### src/rtl/ieh_pkg.sv
// constants, field layouts and carrier types for the four-port 1284 host block
// assumes a 125 MHz system clock; register map is per port, four words each
package ieh_pkg;
   localparam int CLK_NS     = 8;       // system clock period
   localparam int STB_MIN_NS = 500;     // shortest strobe width
   localparam int STB_MAX_NS = 10000;   // longest strobe width
   localparam logic [10:0] STB_MIN_CYC = 11'((STB_MIN_NS + CLK_NS - 1) / CLK_NS);
   localparam logic [10:0] STB_MAX_CYC = 11'(STB_MAX_NS / CLK_NS);
   localparam logic [1:0]  BUSY_LOW_CYC = 2'h3;   // busy low before data may change
   localparam int NPORT    = 4;
   localparam int SLOT_LEN = 9;                   // worst-case cycles per port visit
   localparam logic [10:0] ROT_CYC = 11'(NPORT * SLOT_LEN);

   // register index within a port: addr = {port, index}
   localparam logic [1:0] REG_CTRL  = 2'h0;
   localparam logic [1:0] REG_DATA  = 2'h1;
   localparam logic [1:0] REG_STAT  = 2'h2;
   localparam logic [1:0] REG_WIDTH = 2'h3;

   // port control register bits; [3:0] is the mode code
   localparam int CB_MAN   = 0;
   localparam int CB_REV   = 1;
   localparam int CB_ECP   = 2;
   localparam int CB_EPP   = 3;
   localparam int CB_FAST  = 4;
   localparam int CB_DMA_REQUEST_ENABLE  = 5;
   localparam int CB_MANUAL_STROBE_BIT  = 6;
   localparam int CB_AFD   = 7;
   localparam int CB_INIT  = 8;
   localparam int CB_HSEL  = 9;
   localparam int CB_PIO   = 10;
   localparam int CB_LOOP  = 11;
   localparam int CB_ACKIE = 12;
   localparam logic [15:0] CTRL_RST = 16'h03C0;   // active-low outputs idle high

   // status register bits
   localparam int ST_BUSY  = 0;
   localparam int ST_PE    = 1;
   localparam int ST_PSEL  = 2;
   localparam int ST_FAULT = 3;
   localparam int ST_ACK   = 4;
   localparam int ST_OBE   = 5;
   localparam int ST_ACKF  = 6;

   // mode codes {epp, ecp, reverse_direction, manual_select}
   localparam logic [3:0] MODE_MAN_COMPAT  = 4'h1;
   localparam logic [3:0] MODE_AUTO_COMPAT = 4'h0;
   localparam logic [3:0] MODE_BYTE        = 4'h3;
   localparam logic [3:0] MODE_ECP_FWD     = 4'h4;
   localparam logic [3:0] MODE_ECP_REV     = 4'h6;
   localparam logic [3:0] MODE_EPP         = 4'hA;

   typedef enum {
      IEH_M_MAN_COMPAT, IEH_M_AUTO_COMPAT, IEH_M_BYTE, IEH_M_ECP_FWD,
      IEH_M_ECP_REV, IEH_M_EPP, IEH_M_BAD
   } ieh_mode_t;

   // cable status inputs of one port
   typedef struct packed {
      logic ack_n;
      logic busy;
      logic pe;
      logic peripheral_select;
      logic fault_n;
   } ieh_stat_in_t;

   // one dma write into a channel data register
   typedef struct packed {
      logic [1:0] port;
      logic [7:0] data;
   } ieh_dma_t;
endpackage

### src/rtl/ieh_host_port.sv
// four-port 1284 host controller: registers, compatibility engine, latch multiplexer
// assumes external data/control latches per port on one shared bus, inputs synchronous
`timescale 1ns/1ps

module ieh_host_port
   import ieh_pkg::*;
(
   input  wire logic                ref_clk,
   input  wire logic                rst,
   input  wire logic [3:0]          addr,
   input  wire logic [15:0]         wdata,
   input  wire logic                wr,
   input  wire logic                rd,
   output logic      [15:0]         rdata,
   input  wire logic                dma_wr,
   input  wire ieh_dma_t            dma,
   output logic      [NPORT-1:0]    dma_req,
   output logic                     irq,
   input  wire ieh_stat_in_t        stat_in [NPORT],
   input  wire logic [7:0]          shared_port_bus_i,
   output logic      [7:0]          shared_port_bus_o,
   output logic                     shared_port_bus_oe,
   output logic      [NPORT-1:0]    data_latch_clock,
   output logic      [NPORT-1:0]    control_latch_clock,
   output logic      [NPORT-1:0]    port_read_enable_n
);

   // automatic engine phases, and the slots of one port visit on the shared bus
   typedef enum {A_IDLE, A_SETUP, A_STROBE, A_HOLD} ieh_auto_t;
   typedef enum {S_DSET, S_DCLK, S_DHLD, S_CSET, S_CCLK, S_CHLD,
                 S_RFLT, S_REN, S_RGAP} ieh_slot_t;

   // per-port software state, inbound byte and engine timers
   logic [15:0]  ctrl_ff   [NPORT];
   logic [7:0]   data_ff   [NPORT];
   logic [7:0]   inb_ff    [NPORT];
   logic [10:0]  width_ff  [NPORT];
   logic [10:0]  tmr_ff    [NPORT];
   logic [1:0]   blow_ff   [NPORT];
   ieh_auto_t    ap_ff     [NPORT];
   logic [NPORT-1:0] obe_ff;
   logic [NPORT-1:0] ackf_ff;
   logic [NPORT-1:0] ackp_ff;
   ieh_slot_t    slot_ff;
   ieh_slot_t    nxt_slot;
   logic [1:0]   cur_ff;
   logic [1:0]   nxt_cur;
   ieh_mode_t    mode     [NPORT];
   logic [NPORT-1:0] is_auto;
   logic [NPORT-1:0] dma_ok;
   logic [NPORT-1:0] load;
   logic [7:0]   load_val [NPORT];
   logic [NPORT-1:0] strobe_n;
   logic [1:0]   a_port;
   logic [1:0]   a_reg;

   // register bus address: port in the upper two bits, index below
   assign a_port = addr[3:2];
   assign a_reg  = addr[1:0];

   // mode code to mode
   // codes outside the table decode to a dead mode with no dma and no engine
   function automatic ieh_mode_t decode(input logic [3:0] m);
      case (m)
         MODE_MAN_COMPAT:  decode = IEH_M_MAN_COMPAT;
         MODE_AUTO_COMPAT: decode = IEH_M_AUTO_COMPAT;
         MODE_BYTE:        decode = IEH_M_BYTE;
         MODE_ECP_FWD:     decode = IEH_M_ECP_FWD;
         MODE_ECP_REV:     decode = IEH_M_ECP_REV;
         MODE_EPP:         decode = IEH_M_EPP;
         default:          decode = IEH_M_BAD;
      endcase
   endfunction

   ////////////////////////////////////////////////////////////////////////////
   // per-port decode and load requests from cpu and dma
   always_comb begin
      for (int p = 0; p < NPORT; p++) begin
         mode[p]    = decode(ctrl_ff[p][3:0]);
         is_auto[p] = mode[p] == IEH_M_AUTO_COMPAT;
         dma_ok[p]  = (mode[p] == IEH_M_AUTO_COMPAT) || (mode[p] == IEH_M_MAN_COMPAT) ||
                      (mode[p] == IEH_M_ECP_FWD) || (mode[p] == IEH_M_ECP_REV);
         // a refused cpu write is dropped silently; software polls outbound-empty first
         // auto mode refuses loads until empty so the hold phase stays intact
         load[p]     = 1'b0;
         load_val[p] = data_ff[p];
         if (wr && a_reg == REG_DATA && a_port == 2'(p) && (obe_ff[p] || !is_auto[p])) begin
            load[p]     = 1'b1;
            load_val[p] = wdata[7:0];
         end else if (dma_wr && dma.port == 2'(p) && dma_ok[p] && obe_ff[p] &&
                      ctrl_ff[p][CB_DMA_REQUEST_ENABLE]) begin
            load[p]     = 1'b1;
            load_val[p] = dma.data;
         end
         // manual strobe bit outside the automatic engine
         strobe_n[p] = is_auto[p] ? (ap_ff[p] != A_STROBE) : ctrl_ff[p][CB_MANUAL_STROBE_BIT];
      end
   end

   ////////////////////////////////////////////////////////////////////////////
   // software registers
   // widths outside the legal range are clamped, not refused, so timing never stalls
   always_ff @(posedge ref_clk or posedge rst) begin
      if (rst) begin
         for (int p = 0; p < NPORT; p++) begin
            ctrl_ff[p]  <= CTRL_RST;
            width_ff[p] <= STB_MIN_CYC;
         end
      end else if (wr) begin
         if (a_reg == REG_CTRL)
            ctrl_ff[a_port] <= wdata;
         if (a_reg == REG_WIDTH) begin
            if (wdata[10:0] < STB_MIN_CYC)
               width_ff[a_port] <= STB_MIN_CYC;
            else if (wdata[10:0] > STB_MAX_CYC)
               width_ff[a_port] <= STB_MAX_CYC;
            else
               width_ff[a_port] <= wdata[10:0];
         end
      end
   end

   // channel data registers hold the last byte loaded
   always_ff @(posedge ref_clk or posedge rst) begin
      if (rst) begin
         for (int p = 0; p < NPORT; p++)
            data_ff[p] <= 8'h00;
      end else begin
         for (int p = 0; p < NPORT; p++)
            if (load[p])
               data_ff[p] <= load_val[p];
      end
   end

   // acknowledge falling edge flags; a new edge beats a clear in the same cycle
   // irq is a plain level one cycle behind the flags; masking is left to the system
   always_ff @(posedge ref_clk or posedge rst) begin
      if (rst) begin
         ackf_ff <= '0;
         ackp_ff <= '1;
         irq     <= 1'b0;
      end else begin
         for (int p = 0; p < NPORT; p++) begin
            ackp_ff[p] <= stat_in[p].ack_n;
            if (ctrl_ff[p][CB_ACKIE] && ackp_ff[p] && !stat_in[p].ack_n)
               ackf_ff[p] <= 1'b1;
            else if (wr && a_reg == REG_STAT && a_port == 2'(p) && wdata[ST_ACKF])
               ackf_ff[p] <= 1'b0;
         end
         irq <= |ackf_ff;
      end
   end

   // read data stands only in the cycle after the strobe
   always_ff @(posedge ref_clk or posedge rst) begin
      if (rst)
         rdata <= 16'h0000;
      else if (rd) begin
         case (a_reg)
            REG_CTRL:  rdata <= ctrl_ff[a_port];
            REG_DATA:  rdata <= {8'h00, inb_ff[a_port]};
            REG_STAT:  rdata <= {9'h000, ackf_ff[a_port], obe_ff[a_port],
                                 stat_in[a_port].ack_n, stat_in[a_port].fault_n,
                                 stat_in[a_port].peripheral_select, stat_in[a_port].pe,
                                 stat_in[a_port].busy};
            REG_WIDTH: rdata <= {5'h00, width_ff[a_port]};
            default:   rdata <= 16'h0000;
         endcase
      end else
         rdata <= 16'h0000;
   end

   ////////////////////////////////////////////////////////////////////////////
   // automatic compatibility engine, one per port
   // each phase adds one rotation so the latched strobe keeps its minimum width
   // the fast timing bit is stored only; both settings run the slow sequence
   always_ff @(posedge ref_clk or posedge rst) begin
      if (rst) begin
         for (int p = 0; p < NPORT; p++) begin
            ap_ff[p]   <= A_IDLE;
            tmr_ff[p]  <= 11'h000;
            blow_ff[p] <= 2'h0;
         end
         obe_ff <= '1;
      end else begin
         for (int p = 0; p < NPORT; p++) begin
            // count busy-low cycles, saturating
            if (stat_in[p].busy)
               blow_ff[p] <= 2'h0;
            else if (blow_ff[p] != BUSY_LOW_CYC)
               blow_ff[p] <= blow_ff[p] + 2'h1;
            if (!is_auto[p]) begin
               ap_ff[p]  <= A_IDLE;
               obe_ff[p] <= 1'b1;
            end else begin
               case (ap_ff[p])
                  A_IDLE: begin
                     if (load[p]) begin
                        ap_ff[p]  <= A_SETUP;
                        tmr_ff[p] <= width_ff[p] + ROT_CYC;
                        obe_ff[p] <= 1'b0;
                     end
                  end
                  A_SETUP: begin
                     if (tmr_ff[p] == 11'h000) begin
                        ap_ff[p]  <= A_STROBE;
                        tmr_ff[p] <= width_ff[p] + ROT_CYC;
                     end else
                        tmr_ff[p] <= tmr_ff[p] - 11'h001;
                  end
                  A_STROBE: begin
                     if (tmr_ff[p] == 11'h000) begin
                        ap_ff[p]  <= A_HOLD;
                        tmr_ff[p] <= width_ff[p] + ROT_CYC;
                     end else
                        tmr_ff[p] <= tmr_ff[p] - 11'h001;
                  end
                  A_HOLD: begin
                     if (tmr_ff[p] != 11'h000)
                        tmr_ff[p] <= tmr_ff[p] - 11'h001;
                     else if (blow_ff[p] == BUSY_LOW_CYC) begin
                        ap_ff[p]  <= A_IDLE;
                        obe_ff[p] <= 1'b1;
                     end
                  end
                  default: ap_ff[p] <= A_IDLE;
               endcase
            end
         end
      end
   end

   // dma requests only where the mode supports it and the register is empty
   always_ff @(posedge ref_clk or posedge rst) begin
      if (rst)
         dma_req <= '0;
      else
         for (int p = 0; p < NPORT; p++)
            dma_req[p] <= ctrl_ff[p][CB_DMA_REQUEST_ENABLE] && dma_ok[p] && obe_ff[p] && !load[p];
   end

   ////////////////////////////////////////////////////////////////////////////
   // round-robin latch multiplexer
   // a visit is six slots, nine when the port has its reverse bit set
   always_comb begin
      nxt_slot = slot_ff;
      nxt_cur  = cur_ff;
      case (slot_ff)
         S_DSET: nxt_slot = S_DCLK;
         S_DCLK: nxt_slot = S_DHLD;
         S_DHLD: nxt_slot = S_CSET;
         S_CSET: nxt_slot = S_CCLK;
         S_CCLK: nxt_slot = S_CHLD;
         S_CHLD: begin
            if (ctrl_ff[cur_ff][CB_REV])
               nxt_slot = S_RFLT;
            else begin
               nxt_slot = S_DSET;
               nxt_cur  = cur_ff + 2'h1;
            end
         end
         S_RFLT: nxt_slot = S_REN;
         S_REN:  nxt_slot = S_RGAP;
         S_RGAP: begin
            nxt_slot = S_DSET;
            nxt_cur  = cur_ff + 2'h1;
         end
         default: nxt_slot = S_DSET;
      endcase
   end

   // pin flops follow the slot being entered, so they line up with it
   // read enable is low only in the read slot, with the bus floated on both sides
   always_ff @(posedge ref_clk or posedge rst) begin
      if (rst) begin
         // start as the read gap of the last port, so the first edge enters a
         // data setup of port 0 and the bus is driven a cycle before its clock
         slot_ff             <= S_RGAP;
         cur_ff              <= 2'h3;
         shared_port_bus_o   <= 8'h00;
         shared_port_bus_oe  <= 1'b0;
         data_latch_clock    <= '0;
         control_latch_clock <= '0;
         port_read_enable_n  <= '1;
      end else begin
         slot_ff <= nxt_slot;
         cur_ff  <= nxt_cur;
         // a byte is frozen for the whole setup, clock and hold of its latch
         if (nxt_slot == S_DSET)
            shared_port_bus_o <= data_ff[nxt_cur];
         else if (nxt_slot == S_CSET)
            shared_port_bus_o <= {strobe_n[nxt_cur],
                                  ctrl_ff[nxt_cur][CB_AFD],
                                  ctrl_ff[nxt_cur][CB_INIT],
                                  ctrl_ff[nxt_cur][CB_HSEL],
                                  ctrl_ff[nxt_cur][CB_REV],
                                  ctrl_ff[nxt_cur][CB_PIO],
                                  ctrl_ff[nxt_cur][CB_LOOP],
                                  !strobe_n[nxt_cur]};
         shared_port_bus_oe <= !(nxt_slot == S_RFLT || nxt_slot == S_REN ||
                                 nxt_slot == S_RGAP);
         // one-hot of a single port, so never two latch clocks at once
         data_latch_clock    <= (nxt_slot == S_DCLK) ? NPORT'(1) << nxt_cur : '0;
         control_latch_clock <= (nxt_slot == S_CCLK) ? NPORT'(1) << nxt_cur : '0;
         port_read_enable_n  <= (nxt_slot == S_REN) ? ~(NPORT'(1) << nxt_cur) : '1;
      end
   end

   // capture inbound byte while the port enable is low
   // the bus is sampled at the end of the read slot, when the transceiver has settled
   always_ff @(posedge ref_clk or posedge rst) begin
      if (rst) begin
         for (int p = 0; p < NPORT; p++)
            inb_ff[p] <= 8'h00;
      end else if (slot_ff == S_REN)
         inb_ff[cur_ff] <= shared_port_bus_i;
   end

endmodule

### config.mk
export PLATFORM = sky130hd
export DESIGN_NAME = ieh_host_port
export DESIGN_NICKNAME = d
export VERILOG_FILES = /design/src/rtl/ieh_pkg.sv /design/src/rtl/ieh_host_port.sv
export SDC_FILE = /design/constraint.sdc
export NUM_CORES = 1
export LEC_CHECK = 0
export BUFFER_PORTS_ARGS = -buffer_cell sky130_fd_sc_hd__buf_2
export CORE_MARGIN = 3
export CORE_UTILIZATION = 65
export CTS_BUF_LIST = sky130_fd_sc_hd__clkbuf_4 sky130_fd_sc_hd__clkbuf_8
export CTS_CLUSTER_DIAMETER = 60
export DETAILED_ROUTE_END_ITERATION = 10
export GPL_ROUTABILITY_DRIVEN = 1
export HOLD_SLACK_MARGIN = 0.05
export PLACE_DENSITY = 0.86
export RECOVER_POWER = 100
export SLEW_MARGIN = 30
export SYNTH_ARGS = -nofsm -noshare
export SYNTH_HDL_FRONTEND = slang
export SYNTH_SLANG_ARGS = --single-unit
### constraint.sdc
create_clock -name ref_clk -period 24.4 [get_ports ref_clk]
set_clock_uncertainty 0.05 [all_clocks]
set_input_delay 4.88 -clock ref_clk [delete_from_list [all_inputs] [get_ports ref_clk]]
set_output_delay 4.88 -clock ref_clk [all_outputs]
set_load 0.02 [all_outputs]
After elaboration in Yosys (flattened, before gate mapping)
Cells that the tools add are included.
Storage, ports and cells
  input bits: 63
  bits in registers: 440
  word-level logic and storage cells: 498
  output and inout port bits: 42
Operators by class
  multiplexer cells: 153
  reductions and logical operators: 153
  eq/ne operators: 112
  shifts and indexed selects: 1
  add/sub/neg operators: 13
  order comparisons: 9
  bitwise gates (word level): 10
Operators by type and width (count)
  two-way mux 32 bit: 24
  case mux 32 bit (4 select lines): 4
  == test 32 x 2 -> 1 bit (second input constant): 15
  zero test 32 bit: 10
  == test 32 x 3 -> 1 bit (second input constant): 9
  == test 32 x 4 -> 1 bit (second input constant): 9
  two-way mux 11 bit: 15
  == test 32 x 1 -> 1 bit (second input constant): 5
  case mux 11 bit (3 select lines): 4
  != test 32 x 3 -> 1 bit (second input constant): 4
  two-way mux 8 bit: 15
  binary-select mux 16 bit (select 2 bit): 3
  two-way mux 44 bit: 2
  case mux 3 bit (6 select lines): 4
  bitwise mux 64 bit: 1
  two-way mux 16 bit: 4
  case mux 16 bit (4 select lines): 1
  != test 3 bit (second input constant): 20
  logical AND 1 bit: 56
  adder 11 x 6 -> 11 bit (second input constant): 4
  bitwise mux 44 bit: 1
  zero test 11 bit: 4
  nonzero test 11 bit: 4
  subtractor 11 x 1 -> 11 bit (second input constant): 4
  52 further kinds: 229

Logic depth before layout (Yosys ltp)
  word-level depth: 14
  mapped depth: 11
  gate-level depth less buffers: 8

Worst setup path after synthesis
Ideal clock, no wire load.
  kind: input -> register
  from: in addr[2]
  to: reg ctrl_ff[15] (netlist name)
  library setup time: 125 ps
  stages on the path: 7
  buffers on the path: 4
  arrival time: 6547 ps
  required time: 24225 ps
  path slack: 17678 ps
  cells stage by stage: clkbuf_2 -> buf_2 -> buf_4 -> nand2_1 -> nor2_1 -> buf_2 -> mux2_2
Between the ends
  word-level cells in the longest chain between the ends: 6
  elaborated cells on any way between the ends: 7
  those cells by class: 2 x order compare; 3 x mux; 1 x bitwise; 1 x reduce/logical
RTL lines
  start: declaration: line ieh_host_port.sv:10  | input wire logic [3:0] addr,
  inverter 2 -> 3 bit (not written as such) *: line ieh_host_port.sv:111  | ctrl_ff[a_port] <= wdata;
  greater-or-equal comparator 3 bit (not written as such) / < comparator 3 x 1 -> 1 bit (equally long branches): line ieh_host_port.sv:111
  logical AND 1 bit (not written as such): line ieh_host_port.sv:111
  two-way mux 16 bit (not written as such): line ieh_host_port.sv:111
  demux 16 bit (select 2 bit) *: line ieh_host_port.sv:111
  bitwise mux 64 bit *: line ieh_host_port.sv:111
  end signal: indexed assignment: line ieh_host_port.sv:111
  end: declaration: line ieh_host_port.sv:34  | logic [15:0] ctrl_ff [NPORT];
Every way passes the cells marked *; elsewhere a longest branch is shown, timed or not.
A chain may end at the register's enable or synchronous reset.

==> results.ini <==
[grt]
overflow=0
grt_pass1_wl_um=70400
grt_pass1_vias=12900
track_usage_pct=33.3
grt_antenna_before_repair=0
grt_max_degree=84

[final_layout]
mostFrequentLayoutCell=dfrtp_1
nets=1716
register_area_mm2=0.00738
fin_cells=1982
layout_common_cells=dfrtp_1, nor2_1, o21ai_0
fill_cells=1688
n_antenna_cell=0
multiInputGateArea_mm2=0.00826
areaGrowthSynthToFinish_pct=8.35
drive_above_1_share_pct=22.3
postLayoutCellArea_mm2=0.0177

[pwr]
p_leak_nw=7.56
total_power_w=0.00191
irDropWorstVdd_mv=0.0722
power.density_mw_per_mm2=108

[sta]
hold_slack_ns=0.434
fmax_mhz=80.9
setup_viol_count_final=0
fin_crit_ns=12.35
maxSlewViolCount=480
grt_setup_unrepaired=false
tightest_slew_ns=4.10
tns_ns=0
fin_crit_sh_pct=50.6
max_slew_margin_pct=-173
hold_violations=0

[clock_tree]
ctsResizeCount=0
cts_tree=built
cts_max_level=2
cts-root-buf=clkbuf_8
cts_made_buffers=47
insertion_delay_ns=0.59
post_cts_buffers=0
cts_hold_buf=0
cts_sinks=292
clk_pin_slew_ns=0.06
cts_buffer_depth=3

[route]
drtAntennaViolNets=0
vias=13200
wire_per_inst_um=22.6
drt_iter0_markers=1691
drc=0
drt-pass1-iter-count=8
vias_per_cell=6.65
routed_wl_um=44700

[synth]
async_reset_ff_share_pct=100
seq_area_frac_synth_pct=45.1
syn_avg_cell_area_um2=10.6
syn-num-nets=1647
synth_area_mm2=0.0164
syn_inst=1550
ys_types=94
synth_ff_type=dfrtp_1
synth_seq_cells=292
yosysWarnings=0
synth-edff-count=0

[critical_path]
path_max_fanout=83
crit_arrival_ns=12.28
path_class=in -> async
cp.required_ns=24.32
crit_path_start_kind=input pin
setup.worst_path.end_class=asynchronous set/reset pin

[placed_design]
numPortBuffers=104
place_inst=1893
place_area_mm2=0.0169
hpwl_um=30500
place.gp.congestion=0.934

[hold_path]
min_path_type=reg -> reg

[run]
drv_cap=10

[floorplan]
core_area_mm2=0.0245
die_y_um=165
start_util_pct=66.7
rows=57
dieArea_mm2=0.0271
ios=105
die_w_um=165

[run_status]
status=finished, violations left
violations=max-capacitance violations, max-slew violations

-- per-stage QoR --
| stage | utilization (%) | setup slack [ns] |
|---|---|---|
| after CTS | 73.0 | 17.30 |
| after detailed placement | 68.9 | 16.73 |
| final | 72.3 | 12.05 |
| after global placement | 68.9 | 16.79 |
| after floorplan | - | 11.50 |
| after global routing | 72.3 | 10.55 |
-- sequential cells by signal, summed over array words and instances (netlist names) --
register	cells
ackf_ff	4
ackp_ff	4
ap_ff	8
blow_ff	8
control_latch_clock	4
ctrl_ff	64
cur_ff	2
data_ff	32
data_latch_clock	4
dma_req	4
inb_ff	32
irq	1
obe_ff	4
port_read_enable_n	4
rdata	16
shared_port_bus_o	8
shared_port_bus_oe	1
slot_ff	4
tmr_ff	44
width_ff	44
-- path summary, 6_finish.rpt --
path / from / endpoint / slack (ns) / cells after the start
max: rst / tmr_ff[39]$_DFFE_PP0P_ / 12.05 / 4
min: data_ff[3]$_DFFE_PP0P_ / data_ff[3]$_DFFE_PP0P_ / 0.43 / 2
max reg2reg: cur_ff[0]$_DFF_PP1_ / shared_port_bus_o[6]$_DFFE_PP0P_ / 18.44 / 6
min reg2reg: data_ff[3]$_DFFE_PP0P_ / data_ff[3]$_DFFE_PP0P_ / 0.43 / 2
max in group ref_clk: addr[2] / tmr_ff[6]$_DFFE_PP0P_ / 14.15 / 8
min in group asynchronous: rst / ackf_ff[1]$_DFFE_PP0P_ / 5.27 / 2
-- metal layers --
layer  track usage, %  up-vias  part of all wire [%]
met3             6.42      150                   9.6
met4             14.3        0                   5.0
li1                 -     5826                     -
met5                0        -                     0
met2             52.2      748                    46
met1             45.9     6454                    39
-- synthesized netlist by cell type (all sizes together) (13+ instances only) --
cell type	n	area, µm²
a21oi	91	467
a22oi	19	143
a31oi	13	87.6
and3	14	87.6
buf	46	283
clkbuf	48	184
dfrtp	237	5930
dfstp	55	1450
ha	34	425
inv	51	191
mux2	105	1180
mux2i	55	554
mux4	50	1130
nand2	124	465
nand3	33	165
nor2	146	548
nor2b	15	93.8
nor3	31	166
o21ai	146	734
xnor2	19	166
xor2	15	131
-- cell families after synthesis --
logic type / Yosys count / synth area share (%)
mux: 210 / 17.5
buf+inv: 145 / 4.02
fa+ha+maj: 34 / 2.60
flops: 292 / 45.1
simple gates: 453 / 13.7
xor+xnor: 34 / 1.82
compound gates: 382 / 15.3
-- cell type report --
type                    instances  share of cell area [%]
well taps                     324                    2.29
inverters                      51                    1.09
clock inverters                11                   0.459
repair buffers                114                    2.77
multi-input cells            1113                    46.6
flip-flops and latches        292                    41.6
clock buffers                  77                    5.23
-- report_power, final --
part | leakage, nW | total [W] | internal (W) | switching, W
clock | 0.549 | 0.000447 | 0.000244 | 0.000203
sequential | 3.50 | 0.000817 | 0.000650 | 0.000167
combinational | 3.52 | 0.000647 | 0.000281 | 0.000366
total | 7.56 | 0.00191 | 0.00117 | 0.000737
-- critical path, stage by stage --
cell and delay (ns):
buf_2 0.10, clkinvlp_2 1.94, clkbuf_1 2.90, clkbuf_1 2.36
No activity file was read; power rests on OpenSTA's default activity.
